$ cat src/logic/fault_seq_pkg.sv
// shared constants and types of the fault supervisor and retry sequencer
package fault_seq_pkg;
   // ----------------------------------------------------------------
   // clock and timing
   // ----------------------------------------------------------------
   localparam int unsigned CLK_HZ = 50_000_000;
   localparam int unsigned TICK_PERIOD_US = 1000;
   localparam int unsigned MS_TICK_CYCLES = CLK_HZ / 1_000_000 * TICK_PERIOD_US;
   localparam logic [7:0] SOFT_START_MS = 8'h32;       // 50 ms
   localparam logic [7:0] OCP_PERSIST_MS = 8'h32;      // 50 ms
   localparam logic [7:0] RESTART_DEFAULT_MS = 8'h64;  // 100 ms
   localparam logic [7:0] RESTART_MIN_MS = 8'h0a;      // 10 ms
   localparam logic [7:0] RESTART_MAX_MS = 8'hc8;      // 200 ms
   localparam logic [3:0] RETRY_LIMIT_DEFAULT = 4'h8;
   localparam logic [3:0] RETRY_SAT = 4'hf;
   // ----------------------------------------------------------------
   // rails, in power-up order
   // ----------------------------------------------------------------
   localparam int NUM_RAILS = 4;
   localparam logic [1:0] RAIL_ANALOG_SUPPLY = 2'h0;
   localparam logic [1:0] RAIL_GATE_LOW = 2'h1;
   localparam logic [1:0] RAIL_GATE_HIGH = 2'h2;
   localparam logic [1:0] RAIL_BACKPLANE = 2'h3;
   // ----------------------------------------------------------------
   // register map
   // ----------------------------------------------------------------
   localparam logic [7:0] OFS_CTRL = 8'h00;
   localparam logic [7:0] OFS_RESTART = 8'h04;
   localparam logic [7:0] OFS_RETRY = 8'h08;
   localparam logic [7:0] OFS_STATUS = 8'h0c;
   localparam logic [7:0] OFS_CAUSE = 8'h10;
   localparam int CTRL_EN_BIT = 0;
   localparam logic CTRL_EN_RESET = 1'b0;
   localparam int ST_STATE_LSB = 0;
   localparam int ST_COUNT_LSB = 4;
   localparam int ST_LOCK_BIT = 8;
   localparam int ST_FAULT_BIT = 9;
   localparam int ST_OSC_BIT = 10;
   localparam int ST_PIN_BIT = 11;
   localparam int CAUSE_START = 0;
   localparam int CAUSE_UNDER = 1;
   localparam int CAUSE_OVER = 2;
   localparam int CAUSE_OCP = 3;
   localparam int CAUSE_FREQUENCY_SET_PIN = 4;
   localparam int CAUSE_SW_OV = 5;
   localparam int CAUSE_SW_ILIM2 = 6;
   localparam int CAUSE_THERMAL = 7;
   localparam logic [2:0] HSIZE_WORD = 3'h2;
   // ----------------------------------------------------------------
   // sequencer states
   // ----------------------------------------------------------------
   typedef enum logic [2:0] {
      S_OFF, S_IDLE, S_UP, S_RUN, S_DOWN, S_RESTART, S_LOCK
   } state_t;
endpackage : fault_seq_pkg

$ cat src/logic/tick_prescaler.sv
// millisecond tick enable derived from the system clock
`timescale 1ns/1ps
module tick_prescaler #(
   parameter int unsigned CYCLES = 50000
) (
   // clock and reset
   input wire logic clk_i,
   input wire logic rst_n_i,
   // tick
   output logic tick_o
);
   logic [31:0] count_q;

   always_ff @(posedge clk_i or negedge rst_n_i) begin
      if (!rst_n_i) begin
         count_q <= 32'h0;
         tick_o <= 1'b0;
      end else if (count_q == 32'(CYCLES - 1)) begin
         count_q <= 32'h0;
         tick_o <= 1'b1;
      end else begin
         count_q <= count_q + 32'h1;
         tick_o <= 1'b0;
      end
   end
endmodule : tick_prescaler

$ cat src/logic/interval_timer.sv
// tick counter that flags when a programmed interval has elapsed
`timescale 1ns/1ps
module interval_timer (
   // clock and reset
   input wire logic clk_i,
   input wire logic rst_n_i,
   // control
   input wire logic tick_i,
   input wire logic clear_i,
   input wire logic [7:0] limit_i,
   // status
   output logic done_o
);
   logic [7:0] count_q;

   // saturates so a stuck condition never wraps back to "not yet"
   always_ff @(posedge clk_i or negedge rst_n_i) begin
      if (!rst_n_i) begin
         count_q <= 8'h0;
      end else if (clear_i) begin
         count_q <= 8'h0;
      end else if (tick_i && count_q != 8'hff) begin
         count_q <= count_q + 8'h1;
      end
   end

   assign done_o = (count_q >= limit_i);
endmodule : interval_timer

$ cat src/logic/fault_supervisor_retry_sequencer.sv
// rail sequencer with fault classification, restart delay and retry lockout
//
// The AHB-Lite register port and the register addresses were decided locally.
`timescale 1ns/1ps
// Function
// - stay off until supplies clear lockout
// - enable rails analog, gate-low, gate-high, backplane
// - monitor faults in all phases, startup masks apply
// - startup timeout: fault low, sequenced shutdown
// - under 80% after startup: sequenced shutdown, retry
// - over 120%: rail off now, rest sequenced
// - overcurrent tolerated until 50 ms persistence
// - frequency pin short: internal oscillator, sequenced shutdown
// - wait restart delay before new startup
// - retry limit reached: lockout until enable low
// - switch overvoltage, thermal, 150% current: immediate off
// - supply loss: immediate off, erase, no fault
// - supply loss clears retry counter
// - fault output low through restart delay
// - counter cleared by enable-low shutdown or power
// - restart delay 10-200 ms, retry limit 0-15
// - soft-start timeout is 50 ms
module fault_supervisor_retry_sequencer import fault_seq_pkg::*; #(
   parameter int unsigned TICK_CYCLES = MS_TICK_CYCLES
) (
   // clock and reset
   input wire logic clk_i,
   input wire logic rst_n_i,
   // ahb-lite slave
   input wire logic hsel_i,
   input wire logic [31:0] haddr_i,
   input wire logic [1:0] htrans_i,
   input wire logic hwrite_i,
   input wire logic [2:0] hsize_i,
   input wire logic [31:0] hwdata_i,
   input wire logic hready_i,
   output logic hreadyout_o,
   output logic hresp_o,
   output logic [31:0] hrdata_o,
   // supplies and host enable
   input wire logic vin_ok_i,
   input wire logic bias_ok_i,
   input wire logic enable_pin_i,
   // rail monitors, bit order analog, gate-low, gate-high, backplane
   input wire logic [NUM_RAILS-1:0] rail_good90_i,
   input wire logic [NUM_RAILS-1:0] rail_under80_i,
   input wire logic [NUM_RAILS-1:0] rail_over120_i,
   input wire logic [NUM_RAILS-1:0] rail_ilim_i,
   // device-level monitors
   input wire logic frequency_set_pin_short_i,
   input wire logic switch_overvoltage_i,
   input wire logic switch_second_current_limit_i,
   input wire logic thermal_trip_i,
   // rail enables and oscillator select
   output logic [NUM_RAILS-1:0] rail_en_o,
   output logic osc_internal_o,
   // open-drain fault pin
   input wire logic fault_pin_i,
   output logic fault_pin_o,
   output logic fault_pin_oe_o
);
   // ----------------------------------------------------------------
   // declarations
   // ----------------------------------------------------------------
   state_t state_q;
   logic [NUM_RAILS-1:0] rail_en_q;
   logic [1:0] idx_q;
   logic [1:0] down_idx_q;
   logic [3:0] cnt_q;
   logic [3:0] cnt_inc;
   logic fault_q;
   logic osc_q;
   logic down_fault_q;
   logic ss_clr_q;
   logic dly_clr_q;
   logic ctrl_en_q;
   logic [7:0] restart_ms_q;
   logic [3:0] retry_limit_q;
   logic [7:0] cause_q;
   logic [7:0] cause_set;
   logic tick;
   logic ss_done;
   logic ocp_done;
   logic ocp_clr;
   logic dly_done;
   logic supply_loss;
   logic go;
   logic up_or_run;
   logic class2;
   logic start_fail;
   logic uv;
   logic ov;
   logic ocp;
   logic frequency_set_pin_f;
   logic class1;
   logic ap_valid;
   logic dp_wr_q;
   logic [7:0] dp_addr_q;
   logic [31:0] rd_data;
   logic [31:0] hrdata_q;
   logic [7:0] wr_ms;

   // ----------------------------------------------------------------
   // timers
   // ----------------------------------------------------------------
   tick_prescaler #(.CYCLES(TICK_CYCLES)) u_tick (
      .clk_i(clk_i),
      .rst_n_i(rst_n_i),
      .tick_o(tick)
   );

   // each interval restarts from zero at its own start
   interval_timer u_soft_start (
      .clk_i(clk_i),
      .rst_n_i(rst_n_i),
      .tick_i(tick),
      .clear_i(ss_clr_q),
      .limit_i(SOFT_START_MS),
      .done_o(ss_done)
   );

   assign ocp_clr = (state_q != S_RUN) || (rail_ilim_i == '0);
   interval_timer u_ocp (
      .clk_i(clk_i),
      .rst_n_i(rst_n_i),
      .tick_i(tick),
      .clear_i(ocp_clr),
      .limit_i(OCP_PERSIST_MS),
      .done_o(ocp_done)
   );

   interval_timer u_restart (
      .clk_i(clk_i),
      .rst_n_i(rst_n_i),
      .tick_i(tick),
      .clear_i(dly_clr_q),
      .limit_i(restart_ms_q),
      .done_o(dly_done)
   );

   // ----------------------------------------------------------------
   // fault classification
   // ----------------------------------------------------------------
   assign supply_loss = !vin_ok_i || !bias_ok_i;
   assign go = enable_pin_i && ctrl_en_q;
   assign up_or_run = (state_q == S_UP) || (state_q == S_RUN);
   // immediate class is watched in every active phase, shutdown included
   assign class2 = (up_or_run || state_q == S_DOWN) && (switch_overvoltage_i
                   || switch_second_current_limit_i || thermal_trip_i);
   // a just-cleared soft-start timer still shows the old count, hence the gate
   assign start_fail = (state_q == S_UP) && !ss_clr_q && ss_done
                       && !rail_good90_i[idx_q];
   assign uv = (state_q == S_RUN) && (rail_under80_i != '0);
   assign ov = (state_q == S_RUN) && (rail_over120_i != '0);
   assign ocp = (state_q == S_RUN) && ocp_done;
   assign frequency_set_pin_f = up_or_run && frequency_set_pin_short_i;
   assign class1 = start_fail || uv || ov || ocp || frequency_set_pin_f;
   assign cnt_inc = (cnt_q == RETRY_SAT) ? cnt_q : cnt_q + 4'h1;

   // ----------------------------------------------------------------
   // sequencer
   // ----------------------------------------------------------------
   always_ff @(posedge clk_i or negedge rst_n_i) begin
      if (!rst_n_i) begin
         state_q <= S_OFF;
         rail_en_q <= '0;
         idx_q <= 2'h0;
         down_idx_q <= 2'h0;
         cnt_q <= 4'h0;
         fault_q <= 1'b0;
         osc_q <= 1'b0;
         down_fault_q <= 1'b0;
         ss_clr_q <= 1'b1;
         dly_clr_q <= 1'b1;
      end else if (supply_loss) begin
         // highest severity: erase everything, no fault flag, no retry
         state_q <= S_OFF;
         rail_en_q <= '0;
         cnt_q <= 4'h0;
         fault_q <= 1'b0;
         osc_q <= 1'b0;
         down_fault_q <= 1'b0;
         ss_clr_q <= 1'b1;
         dly_clr_q <= 1'b1;
      end else if (class2) begin
         rail_en_q <= '0;
         fault_q <= 1'b1;
         cnt_q <= cnt_inc;
         dly_clr_q <= 1'b1;
         state_q <= (cnt_inc >= retry_limit_q) ? S_LOCK : S_RESTART;
      end else if (class1) begin
         rail_en_q <= rail_en_q & ~(ov ? rail_over120_i : '0);
         fault_q <= 1'b1;
         cnt_q <= cnt_inc;
         if (frequency_set_pin_f) begin
            osc_q <= 1'b1;
         end
         down_fault_q <= 1'b1;
         down_idx_q <= RAIL_BACKPLANE;
         state_q <= S_DOWN;
      end else begin
         ss_clr_q <= 1'b0;
         dly_clr_q <= 1'b0;
         case (state_q)
            S_OFF: begin
               state_q <= S_IDLE;
            end
            S_IDLE: begin
               if (go) begin
                  state_q <= S_UP;
                  idx_q <= RAIL_ANALOG_SUPPLY;
                  rail_en_q <= '0;
                  rail_en_q[RAIL_ANALOG_SUPPLY] <= 1'b1;
                  ss_clr_q <= 1'b1;
               end
            end
            S_UP, S_RUN: begin
               if (!go) begin
                  down_fault_q <= 1'b0;
                  down_idx_q <= RAIL_BACKPLANE;
                  state_q <= S_DOWN;
               end else if (state_q == S_UP && !ss_clr_q && rail_good90_i[idx_q]) begin
                  if (idx_q == RAIL_BACKPLANE) begin
                     state_q <= S_RUN;
                  end else begin
                     idx_q <= idx_q + 2'h1;
                     rail_en_q[2'(idx_q + 2'h1)] <= 1'b1;
                     ss_clr_q <= 1'b1;
                  end
               end
            end
            S_DOWN: begin
               // one rail per tick, reverse of power-up order
               if (tick) begin
                  rail_en_q[down_idx_q] <= 1'b0;
                  if (down_idx_q == RAIL_ANALOG_SUPPLY) begin
                     if (!down_fault_q) begin
                        cnt_q <= 4'h0;
                        state_q <= S_IDLE;
                     end else if (cnt_q >= retry_limit_q) begin
                        state_q <= S_LOCK;
                     end else begin
                        dly_clr_q <= 1'b1;
                        state_q <= S_RESTART;
                     end
                  end else begin
                     down_idx_q <= down_idx_q - 2'h1;
                  end
               end
            end
            S_RESTART: begin
               if (!dly_clr_q && dly_done) begin
                  fault_q <= 1'b0;
                  state_q <= S_IDLE;
               end
            end
            S_LOCK: begin
               if (!enable_pin_i) begin
                  fault_q <= 1'b0;
                  cnt_q <= 4'h0;
                  state_q <= S_IDLE;
               end
            end
            default: begin
               state_q <= S_OFF;
            end
         endcase
      end
   end

   assign rail_en_o = rail_en_q;
   assign osc_internal_o = osc_q;
   assign fault_pin_o = 1'b0;
   assign fault_pin_oe_o = fault_q;

   // ----------------------------------------------------------------
   // fault cause record, hardware set beats software clear
   // ----------------------------------------------------------------
   assign cause_set = {
      class2 && thermal_trip_i, class2 && switch_second_current_limit_i,
      class2 && switch_overvoltage_i, frequency_set_pin_f, ocp, ov, uv, start_fail};

   always_ff @(posedge clk_i or negedge rst_n_i) begin
      if (!rst_n_i) begin
         cause_q <= 8'h0;
      end else if (supply_loss) begin
         cause_q <= 8'h0;
      end else if (dp_wr_q && dp_addr_q == OFS_CAUSE) begin
         cause_q <= (cause_q & ~hwdata_i[7:0]) | cause_set;
      end else begin
         cause_q <= cause_q | cause_set;
      end
   end

   // ----------------------------------------------------------------
   // ahb-lite slave, zero wait states
   // ----------------------------------------------------------------
   assign ap_valid = hsel_i && htrans_i[1] && hready_i;
   assign wr_ms = (hwdata_i[7:0] < RESTART_MIN_MS) ? RESTART_MIN_MS :
                  (hwdata_i[7:0] > RESTART_MAX_MS) ? RESTART_MAX_MS : hwdata_i[7:0];

   always_ff @(posedge clk_i or negedge rst_n_i) begin
      if (!rst_n_i) begin
         dp_wr_q <= 1'b0;
         dp_addr_q <= 8'h0;
      end else begin
         dp_wr_q <= ap_valid && hwrite_i && hsize_i == HSIZE_WORD;
         dp_addr_q <= haddr_i[7:0];
      end
   end

   always_ff @(posedge clk_i or negedge rst_n_i) begin
      if (!rst_n_i) begin
         ctrl_en_q <= CTRL_EN_RESET;
         restart_ms_q <= RESTART_DEFAULT_MS;
         retry_limit_q <= RETRY_LIMIT_DEFAULT;
      end else if (supply_loss) begin
         ctrl_en_q <= CTRL_EN_RESET;
         restart_ms_q <= RESTART_DEFAULT_MS;
         retry_limit_q <= RETRY_LIMIT_DEFAULT;
      end else if (dp_wr_q) begin
         case (dp_addr_q)
            OFS_CTRL: ctrl_en_q <= hwdata_i[CTRL_EN_BIT];
            OFS_RESTART: restart_ms_q <= wr_ms;
            OFS_RETRY: retry_limit_q <= hwdata_i[3:0];
            default: begin
            end
         endcase
      end
   end

   always_comb begin
      rd_data = 32'h0;
      case (haddr_i[7:0])
         OFS_CTRL: rd_data[CTRL_EN_BIT] = ctrl_en_q;
         OFS_RESTART: rd_data[7:0] = restart_ms_q;
         OFS_RETRY: rd_data[3:0] = retry_limit_q;
         OFS_STATUS: begin
            rd_data[ST_STATE_LSB +: 3] = state_q;
            rd_data[ST_COUNT_LSB +: 4] = cnt_q;
            rd_data[ST_LOCK_BIT] = (state_q == S_LOCK);
            rd_data[ST_FAULT_BIT] = fault_q;
            rd_data[ST_OSC_BIT] = osc_q;
            rd_data[ST_PIN_BIT] = fault_pin_i;
         end
         OFS_CAUSE: rd_data[7:0] = cause_q;
         default: rd_data = 32'h0;
      endcase
   end

   always_ff @(posedge clk_i or negedge rst_n_i) begin
      if (!rst_n_i) begin
         hrdata_q <= 32'h0;
      end else if (ap_valid && !hwrite_i) begin
         hrdata_q <= rd_data;
      end
   end

   assign hrdata_o = hrdata_q;
   assign hreadyout_o = 1'b1;
   assign hresp_o = 1'b0;
endmodule : fault_supervisor_retry_sequencer

$ cat config.mk
export PLATFORM = sky130hd
export DESIGN_NAME = fault_supervisor_retry_sequencer
export DESIGN_NICKNAME = d
export VERILOG_FILES = /design/src/logic/fault_seq_pkg.sv /design/src/logic/tick_prescaler.sv /design/src/logic/interval_timer.sv /design/src/logic/fault_supervisor_retry_sequencer.sv
export SDC_FILE = /design/constraint.sdc
export NUM_CORES = 1
export LEC_CHECK = 0
export BUFFER_PORTS_ARGS = -buffer_cell sky130_fd_sc_hd__buf_2
export CORE_MARGIN = 10
export CORE_UTILIZATION = 35
export CTS_CLUSTER_DIAMETER = 60
export CTS_CLUSTER_SIZE = 14
export DETAILED_ROUTE_END_ITERATION = 8
export GPL_TIMING_DRIVEN = 0
export PLACE_DENSITY = 0.62
export SLEW_MARGIN = 20
export SYNTH_ARGS = -nofsm -noshare
export SYNTH_HDL_FRONTEND = slang
export SYNTH_SLANG_ARGS = --single-unit
$ cat constraint.sdc
create_clock -name clk_i -period 2.3 [get_ports clk_i]
set_clock_uncertainty 0.15 [all_clocks]
set_input_delay 0.345 -clock clk_i [delete_from_list [all_inputs] [get_ports clk_i]]
set_output_delay 0.345 -clock clk_i [all_outputs]
set_load 0.005 [all_outputs]
# [Word-level counts from Yosys, hierarchy flattened]
# Index checks and enable logic that the tools add are counted.
[word_totals] register_bits=119 output_inout_bits=41
[classes] n_addsub=7 order_cmp=12 eq_ne=43 mux=107 bitwise=12 n_reduce_logical=76
[ops] cell="8-bit two-way mux" count=13
[ops] cell="4-bit two-way mux" count=21
[ops] cell="1-bit two-way mux" count=36
[ops] cell="3-bit two-way mux" count=12
[ops] cell="5-bit inequality test (second input constant)" count=7
[ops] cell="32-bit by 1-bit adder with 32-bit output (second input constant)" count=1
[ops] cell="32-bit by 16-bit == test with 1-bit output (second input constant)" count=1
[ops] cell="32-bit two-way mux" count=1
[ops] cell="1-bit logical AND" count=25
[ops] cell="8-bit by 1-bit adder with 8-bit output (second input constant)" count=3
[ops] cell="8-bit by 4-bit == test with 1-bit output (second input constant)" count=3
[ops] cell="8-bit inequality test (second input constant)" count=3
[ops] cell="4-bit one-hot mux with 3 select lines" count=2
[ops] cell="2-bit two-way mux" count=10
[ops] cell="2-bit nonzero test" count=10
[ops] cell="3-bit one-hot mux with 6 select lines" count=1
[ops] cell="8-bit by 3-bit == test with 1-bit output (second input constant)" count=2
[ops] cell="8-bit by 5-bit == test with 1-bit output (second input constant)" count=2
[ops] cell="8-bit by 6-bit greater-or-equal comparator with 1-bit output (second input constant)" count=2
[ops] cell="8-bit zero test" count=2
[ops] cell="8-bit bitwise OR" count=2
[ops] cell="2-bit inequality test (second input constant)" count=6
[ops] cell="6-bit inequality test (second input constant)" count=2
[ops] cell="6-bit AND reduction" count=2
[ops] cell="other kinds (46)" count=88

# [Logic depth before layout (Yosys ltp)]
# Gate-level depths: netlist (run 1).
[logic_depth] ltp_word=13 mapped_depth=10 mapped_depth_nobuf=10

# [Modules after synthesis]
# Synthesis (run 1) repeated with hierarchy kept, for this count alone.
[hier_totals] hier_cells=767 area_unflattened_um2=7257.0
[modules_own_cells] module="fault_supervisor_retry_sequencer" n_inst=1 cells_each=416 area_per_inst_um2=3747.3 seq_area_each_um2=1559.0
[modules_own_cells] module="interval_timer" n_inst=3 cells_each=70 area_per_inst_um2=650.6 seq_area_each_um2=200.2
[modules_own_cells] module="tick_prescaler" n_inst=1 cells_each=141 area_per_inst_um2=1557.7 seq_area_each_um2=825.8

# [Worst setup path before layout (run 1)]
# No wires, ideal clock.
[synth_path] kind="register -> register" from="register cnt_q[0]" to="register state_q[1]" setup_time_ns=0.122 arrival_time_ns=2.128 required_ns=2.028 path_slack_ns=-0.099 stages_incl_launch_ff=9 n_path_buf=0 period_less_slack_ns=2.399 cell_sequence="dfrtp_1 ha_1 nand3_1 mux2_2 ha_1 o21ai_0 a21oi_1 or3_1 a32o_1"
[synth_via] elab_chain_len=9 elab_cells_between_ends=14
[synth_lines] element="start, declared" line="fault_supervisor_retry_sequencer.sv:69" text="logic [3:0] cnt_q;"
[synth_lines] element="start signal, assigned" line="fault_supervisor_retry_sequencer.sv:188" text="cnt_q <= cnt_inc;"
[synth_lines] element="start signal, assigned" line="fault_supervisor_retry_sequencer.sv:194" text="cnt_q <= cnt_inc;"
[synth_lines] element="4-bit greater-or-equal comparator" line="fault_supervisor_retry_sequencer.sv:240" text="end else if (cnt_q >= retry_limit_q) begin"
[synth_lines] element="2-bit two-way mux" line="fault_supervisor_retry_sequencer.sv:240"
[synth_lines] element="3-bit two-way mux" line="fault_supervisor_retry_sequencer.sv:237" text="if (!down_fault_q) begin"
[synth_lines] element="3-bit two-way mux" line="fault_supervisor_retry_sequencer.sv:236" text="if (down_idx_q == RAIL_ANALOG_SUPPLY) begin"
[synth_lines] element="3-bit two-way mux" line="fault_supervisor_retry_sequencer.sv:234" text="if (tick) begin"
[synth_lines] element="3-bit one-hot mux with 6 select lines" line="fault_supervisor_retry_sequencer.sv:204" text="case (state_q)"
[synth_lines] element="3-bit two-way mux" line="fault_supervisor_retry_sequencer.sv:191" text="end else if (class1) begin"
[synth_lines] element="3-bit two-way mux *" line="fault_supervisor_retry_sequencer.sv:185" text="end else if (class2) begin"
[synth_lines] element="3-bit two-way mux *" line="fault_supervisor_retry_sequencer.sv:175" text="end else if (supply_loss) begin"
[synth_lines] element="end signal, assigned" line="fault_supervisor_retry_sequencer.sv:190" text="state_q <= (cnt_inc >= retry_limit_q) ? S_LOCK : S_RESTART;"
[synth_lines] element="end, declared" line="fault_supervisor_retry_sequencer.sv:65" text="state_t state_q;"
# Every way passes the cells marked *; elsewhere a longest branch is shown, timed or not. The select of a mux whose other input is x is not followed.
# A chain may end at the register's enable or synchronous reset.

# [Final worst setup path (run 1)]
[layout_path] from="register idx_q[0]" to="register cnt_q[0]"
[layout_via] elab_chain_len=11 elab_cells_between_ends=17
[layout_lines] element="start, declared" line="fault_supervisor_retry_sequencer.sv:67" text="logic [1:0] idx_q;"
[layout_lines] element="start signal, assigned" line="fault_supervisor_retry_sequencer.sv:226" text="idx_q <= idx_q + 2'h1;"
[layout_lines] element="1-bit binary-select mux with 2-bit select *" line="fault_supervisor_retry_sequencer.sv:152" text="&& !rail_good90_i[idx_q];"
[layout_lines] element="1-bit two-way mux (implied by the code) *" line="fault_supervisor_retry_sequencer.sv:152"
[layout_lines] element="1-bit zero test *" line="fault_supervisor_retry_sequencer.sv:152"
[layout_lines] element="1-bit logical AND *" line="fault_supervisor_retry_sequencer.sv:152"
[layout_lines] element="1-bit logical OR * (4 in series)" line="fault_supervisor_retry_sequencer.sv:157" text="assign class1 = start_fail || uv || ov || ocp || frequency_set_pin_f;"
[layout_lines] element="parallel branches: the longest is 3 deep, another holds 5-bit inequality test"
# Every way passes the cells marked *. The select of a mux whose other input is x is not followed.

==> results.yml, run 1 <==
critical_path:
  reg2reg_from: "idx_q[0]$_DFFE_PN0P_"
  crit_fanout: 6
  critPathCapture: "cnt_q[0]$_DFFE_PN0P_"
  slowest_delay_ns: 0.55
  cp_top_family: "compound AO/OA/AOI/OAI gates"
  critPathBufInv: 2
  worstSetupStartpoint: "idx_q[0]$_DFFE_PN0P_"
  rr_worst_depth: 8
  cp_slowest_cell: "mux4_2"
  crit_type: "reg2reg"
  r2r_end: "cnt_q[0]$_DFFE_PN0P_"
  startpoint_type: "flop"
  crit_arrival_ns: 2.56
  end_kind: "flop"
  crit_required_ns: 2.51
  path_cells: "mux4_2 > a2111oi_4 > buf_4 > o21ai_4 > buf_6 > a31oi_4 > a21boi_2 > a21o_1"
  cp.depth: 8
  rrSetupSlack_ns: -0.05
timing:
  setup_slack_ns: -0.0483
  max_freq_mhz: 426
  relSlewSlack_pct: 43.9
  hold_violations: 0
  finalSetupTns_ns: -0.157
  setup_viol: 6
  rsz0062_at_grt: "true"
  hold_ws_ns: 0.0210
  period_share_pct: 102
  min_period_ns: 2.35
  slew_viol_final: 0
  tightestPinTransition_ns: 0.832
finish:
  syn_to_final_growth_pct: 29.7
  register_area_mm2: 0.00299
  multiInputGateArea_mm2: 0.00384
  nFillCells: 1782
  finalNetCount: 982
  fin_area_mm2: 0.00876
  drive_gt1_share_pct: 25.9
  final_cells: 1127
die:
  core_mm2: 0.0188
  fp.dieW_um: 159
  dieArea_mm2: 0.0253
  start_util_pct: 35.9
  rows: 50
  die_y_um: 159
  io_pins: 139
power_and_ir_drop:
  power_frac_seq_pct: 38.2
  p_leak_uw: 0.00391
  p_sw_uw: 1520
  swShare_pct: 26.1
  p_int_uw: 4310
  p_per_area_mw_per_mm2: 665
  clockPowerShare_pct: 47.3
  p_comb_share_pct: 14.4
  ir_worst_vdd_mv: 0.576
yosys:
  synthFlopType: "dfrtp_1"
  synth_cell_types: 79
  ys_ff_latch: 119
  synth_commonest_cells: "dfrtp_1, nand2_1, nor2_1"
  syn-mean-instance-area_um2: 9.43
  synth_top_cells_by_area: "dfrtp_1, ha_1, nand2_1"
  synth_cells: 716
  async_flop_share_pct: 100
  synth_top_cell_by_area: "dfrtp_1"
  syn_area_mm2: 0.00675
  synth_edf_count: 0
  yosysMostFrequentCell: "dfrtp_1"
  yosys.area.top_type_share_pct: 41.9
  yosysWarnings: 0
  ys_seq_area_share_pct: 44.2
global_routing:
  grt_antenna_before_repair: 1
  overflow: 0
  grt_max_degree: 72
  grt_first_pass_wirelength_um: 29700
  grt_pass1_vias: 5837
  grt_usage_pct: 14.2
route:
  drt_iter0_drc: 421
  route.detailed.drc: 0
  viasPerCell: 5.06
  post_drt_wl_per_cell_um: 15.9
  vias: 5702
  detail_route.wirelength_um: 17900
  drt_first_pass_iters: 5
  drtAntennaViolNets: 0
place:
  portBuffers: 65
  gp_congestion: 0.869
  hpwl_um: 12900
  dp.cells: 1063
  place_ws_ns: -0.384
  placed_area_mm2: 0.00754
clock_tree:
  clockBufferDepth: 2
  clock_latency_ns: 0.42
  cts.htree.levels: 4
  cts_tree: "built"
  clkSlewWorstSetupHoldPaths_ns: 0.06
  clockRootBuffer: "clkbuf_16"
  clock_sinks: 119
  cts_buffers: 17
outcome:
  violations: "setup timing"
  status: "complete, but fails checks"
min_path:
  hold_path.class: "in2reg"
flow_run:
  cap_violations: 0
[placed cells by master, fill, tap and decap left out, types with 6 or more instances in the layout]
master,n
nor2b_1,8
clkbuf_1,14
a22o_1,6
nor2_1,79
clkbuf_16,17
dfstp_2,6
dlygate4sd3_1,10
inv_1,26
xnor2_1,19
o21ai_0,23
a221oi_1,6
buf_2,67
buf_4,40
xor2_1,29
nand4_1,16
mux2i_1,7
ha_1,28
conb_1,23
and3_1,17
nand3_1,26
nor3_1,8
nand2_1,83
a22oi_1,9
dfrtp_2,6
dfrtp_1,107
a211oi_1,8
a21oi_1,16
[cell type report]
cell class | count | area share (%)
multi-input combinational | 549 | 43.8
sequential | 119 | 34.2
timing repair buffer | 97 | 7.21
clock buffer | 21 | 5.37
tap | 260 | 3.71
buffer | 43 | 2.94
clock inverter | 11 | 1.68
inverter | 26 | 1.11
antenna | 1 | 0.0286
[power groups by stage]
stage,Clock (µW),Combinational [µW],Sequential (µW)
finish,2760,840,2230
global route,2930,928,2240
CTS,2820,772,2230
detailed placement,0,686,2260
global placement,0,675,2260
floorplan,0,429,2250
[worst min-delay path by stage]
stage | startpoint | endpoint | slack, ns | depth (start not counted)
after floorplan | rst_n_i | cause_q[0]$_DFF_PN0_ | -0.10 | 0
after global placement | u_tick.count_q[0]$_DFF_PN0_ | u_tick.count_q[0]$_DFF_PN0_ | 0.30 | 1
after detailed placement | rst_n_i | dp_addr_q[1]$_DFF_PN0_ | 0.17 | 1
after CTS | hsize_i[0] | dp_wr_q$_DFF_PN0_ | 0.006 | 3
after global routing | hsize_i[0] | dp_wr_q$_DFF_PN0_ | 0.02 | 3
final | hsize_i[0] | dp_wr_q$_DFF_PN0_ | 0.02 | 3
[registers in the layout, indices dropped and copies added, names as in the netlist, 8 cells and up]
| register | cells |
|---|---|
| u_tick.count_q | 32 |
| restart_ms_q | 8 |
| u_soft_start.count_q | 8 |
| u_restart.count_q | 8 |
| u_ocp.count_q | 8 |
| hrdata_o | 12 |
| dp_addr_q | 8 |
| cause_q | 8 |
[through the flow]
step | total power, µW | utilization, %
global route | 6090 | 46.5
floorplan | 2670 | -
finish | 5830 | 46.5
global placement | 2930 | 39.8
CTS | 5810 | 45.2
detailed placement | 2940 | 40.0
[cells by family after synthesis]
kind of cell | after synthesis | share of synthesized area, %
AO/OA/AOI/OAI | 138 | 14.5
XOR/XNOR | 48 | 6.22
multiplexers | 13 | 2.20
other | 2 | 0.111
AND/OR/NAND/NOR | 296 | 21.8
flip-flops | 119 | 44.2
buffers and inverters | 69 | 5.17
adder cells (fa/ha/maj) | 31 | 5.74
[worst reg2reg max path, cell delays in order (launching register included)]
cell,delay [ns]
dfrtp_2,0.37
mux4_2,0.55
a2111oi_4,0.29
buf_4,0.20
o21ai_4,0.07
buf_6,0.15
a31oi_4,0.23
a21boi_2,0.21
a21o_1,0.09
[per-layer routing]
| layer | routed length, µm | GRT usage [%] | part of all wire [%] | up-vias |
|---|---|---|---|---|
| met1 | 8010 | 17.7 | 45 | 2746 |
| met4 | 292 | 4.51 | 1.6 | 0 |
| met3 | 858 | 4.18 | 4.8 | 20 |
| li1 | - | - | - | 2789 |
| met5 | 0 | 0 | 0 | - |
| met2 | 8790 | 23.3 | 49 | 147 |
[timing repair]
action	CTS	global route
endpoints found under the hold margin	53	0
resized for setup	37	42
buffers inserted	14	7
hold buffers	10	0
endpoints found under the setup margin	23	47
pin swaps	15	20
No activity file was read; power rests on OpenSTA's default activity.
==> run 2, diff against run 1 <==
MAX_ROUTING_LAYER = met4   (was default)
SYNTH_HIERARCHICAL = 1   (was default)
==> results.yml, run 2 <==
yosys:
  ys_ff_latch: 119
  ys_seq_area_share_pct: 41.1
  synth_top_cell_by_area: "dfrtp_1"
  synth_top_cells_by_area: "dfrtp_1, ha_1, nand2_1"
  async_flop_share_pct: 100
  yosysWarnings: 6
  synth_compound_area_share_pct: 13.5
  synthFlopType: "dfrtp_1"
  synth_edf_count: 0
  yosys.area.top_type_share_pct: 39.0
  yosys.area_share.adder_pct: 7.76
  yosys.area_share.simple_pct: 23.4
  synth_commonest_cells: "dfrtp_1, nand2_1, nor2_1"
  synth_mux_area_share_pct: 4.21
  synth_cells: 767
  synth_top_family_by_area: "simple AND/OR/NAND/NOR gates"
  yosysMostFrequentCell: "dfrtp_1"
  syn-mean-instance-area_um2: 9.46
  syn_area_mm2: 0.00726
  synth_xor_area_share_pct: 3.98
  synth_cell_types: 75
critical_path:
  crit_type: "reg2reg"
  startpoint_type: "flop"
  crit_required_ns: 2.46
  crit_fanout: 10
  reg2reg_from: "u_ocp/count_q[4]$_DFFE_PN0P_"
  worstSetupStartpoint: "u_ocp/count_q[4]$_DFFE_PN0P_"
  end_kind: "flop"
  crit_arrival_ns: 2.84
power_and_ir_drop:
  p_per_area_mw_per_mm2: 565
  ir_worst_vdd_mv: 0.397
  p_leak_uw: 0.00420
  finalPower_uw: 5110
route:
  post_drt_wl_per_cell_um: 15.8
  viasPerCell: 5.08
  vias: 6109
  drt_first_pass_iters: 5
  drt_iter0_drc: 460
  route.detailed.drc: 0
  detail_route.wirelength_um: 19000
  drtAntennaViolNets: 0
finish:
  nFillCells: 2031
  drive_gt1_share_pct: 22.9
  finalNetCount: 1056
  final_common_cell: "dfrtp_1"
  fin_area_mm2: 0.00903
  final_cells: 1202
  syn_to_final_growth_pct: 24.5
  layout_common_cells: "dfrtp_1, nand2_1, buf_2"
  regMostFlops: "u_tick/count_q"
  largest_reg_flops: 32
place:
  placed_area_mm2: 0.00811
  portBuffers: 65
  gp_congestion: 0.866
  hpwl_um: 13900
  dp.cells: 1140
clock_tree:
  clockRootBuffer: "clkbuf_16"
  clockBufferDepth: 2
  clkSlewWorstSetupHoldPaths_ns: 0.06
  clock_sinks: 119
  cts_buffers: 17
  cts.htree.levels: 4
  cts_tree: "built"
  clock_latency_ns: 0.43
die:
  dieArea_mm2: 0.0269
  io_pins: 139
  core_mm2: 0.0203
  fp.dieW_um: 164
  die_y_um: 164
  rows: 52
  start_util_pct: 35.7
timing:
  hold_ws_ns: 0.0316
  relSlewSlack_pct: 42.2
  rsz0062_at_grt: "true"
  setup_viol: 17
  hold_violations: 0
  max_freq_mhz: 373
  slew_viol_final: 0
  tightestPinTransition_ns: 0.867
  period_share_pct: 117
  setup_slack_ns: -0.381
  min_period_ns: 2.68
flow_run:
  cap_violations: 0
global_routing:
  grt_usage_pct: 14.9
  grt_pass1_vias: 5953
  grt_first_pass_wirelength_um: 31200
  grt_antenna_before_repair: 6
  grt_max_degree: 61
  overflow: 0
min_path:
  hold_path.class: "in2reg"
  min_from: "hready_i"
outcome:
  violations: "setup timing"
  status: "complete, but fails checks"
run 2: changes by cell type in the layout (fill, tap and decap cells not counted), sizes merged, moves of 7 or more:
cell	delta
a31oi	+9
clkbuf	-7
conb	+16
ha	+14
inv	+17
mux2i	+7
nand2	-12
nand2b	+13
nand3	+9
nor2	-20
nor3	+20
xnor2	+7
xor2	-22
run 2: layout make-up:
class | count | area, µm² | area share (%)
repair buffers | 92 | 582 | 6.44
inverters | 41 | 154 | 1.70
clock buffers | 18 | 439 | 4.86
flip-flops and latches | 119 | 2990 | 33.1
well taps | 270 | 338 | 3.74
plain buffers | 43 | 272 | 3.01
clock inverters | 14 | 128 | 1.41
diodes | 6 | 15.0 | 0.166
multi-input cells | 599 | 4110 | 45.5
run 2: timing repair:
item,4_1_cts,5_1_grt
buffers inserted,12,3
hold buffers,11,0
pin swaps,12,6
endpoints found under the setup margin,28,35
hold endpoints to repair,66,0
gates resized for setup,20,9
run 2: routing by layer:
metal  global-route usage (%)  vias to the layer above  share of wire (%)
met5                        -                        -                  0
met4                     4.35                        0               0.99
met3                     4.63                       19                6.9
met2                     22.9                      144                 47
met1                     18.5                     2933                 45
li1                         -                     3013                  -
run 2: path summary, 6_finish.rpt:
kind | end | slack [ns] | cells after the start
worst max-delay path | state_q[2]$_DFFE_PN0P_ | -0.38 | 10
worst min-delay path | dp_wr_q$_DFF_PN0_ | 0.03 | 3
worst max register to register | state_q[2]$_DFFE_PN0P_ | -0.38 | 10
worst min register to register | u_tick/count_q[31]$_DFF_PN0_ | 0.32 | 1
max in group asynchronous | retry_limit_q[3]$_DFFE_PN1P_ | 0.96 | 3
min in group asynchronous | u_soft_start/count_q[4]$_DFFE_PN0P_ | 0.29 | 2
run 2: critical path, cell delays in order (launching register included):
cell and delay (ns):
dfrtp_1 0.40, ha_1 0.30, a21o_1 0.20, a221oi_4 0.27, o21ai_4 0.13, o31ai_4 0.23, nand3_2 0.11, buf_6 0.16
a31oi_4 0.18, o21ai_4 0.10, mux2_4 0.32
run 2: cells by family (layout without fill, tap and decap cells):
group | count (synthesis) | in the layout
buf+inv | 86 | 208
other cells | 2 | 45
simple gates | 318 | 318
flops | 119 | 119
mux | 25 | 25
fa+ha+maj | 45 | 45
xor+xnor | 33 | 33
compound gates | 139 | 139
run 2: where the power goes:
| group | internal, µW | switching, µW |
|---|---|---|
| Sequential | 2120 | 18.9 |
| Clock | 1520 | 1040 |
| Combinational | 172 | 245 |
run 2: per-stage QoR:
step | setup WS, ns | TNS [ns] | utilization, %
floorplan | -0.210 | -1.21 | -
global placement | -0.897 | -111.63 | 39.8
detailed placement | -0.557 | -10.07 | 39.9
CTS | -0.313 | -3.34 | 44.2
global route | -0.460 | -6.32 | 44.5
finish | -0.381 | -4.37 | 44.5
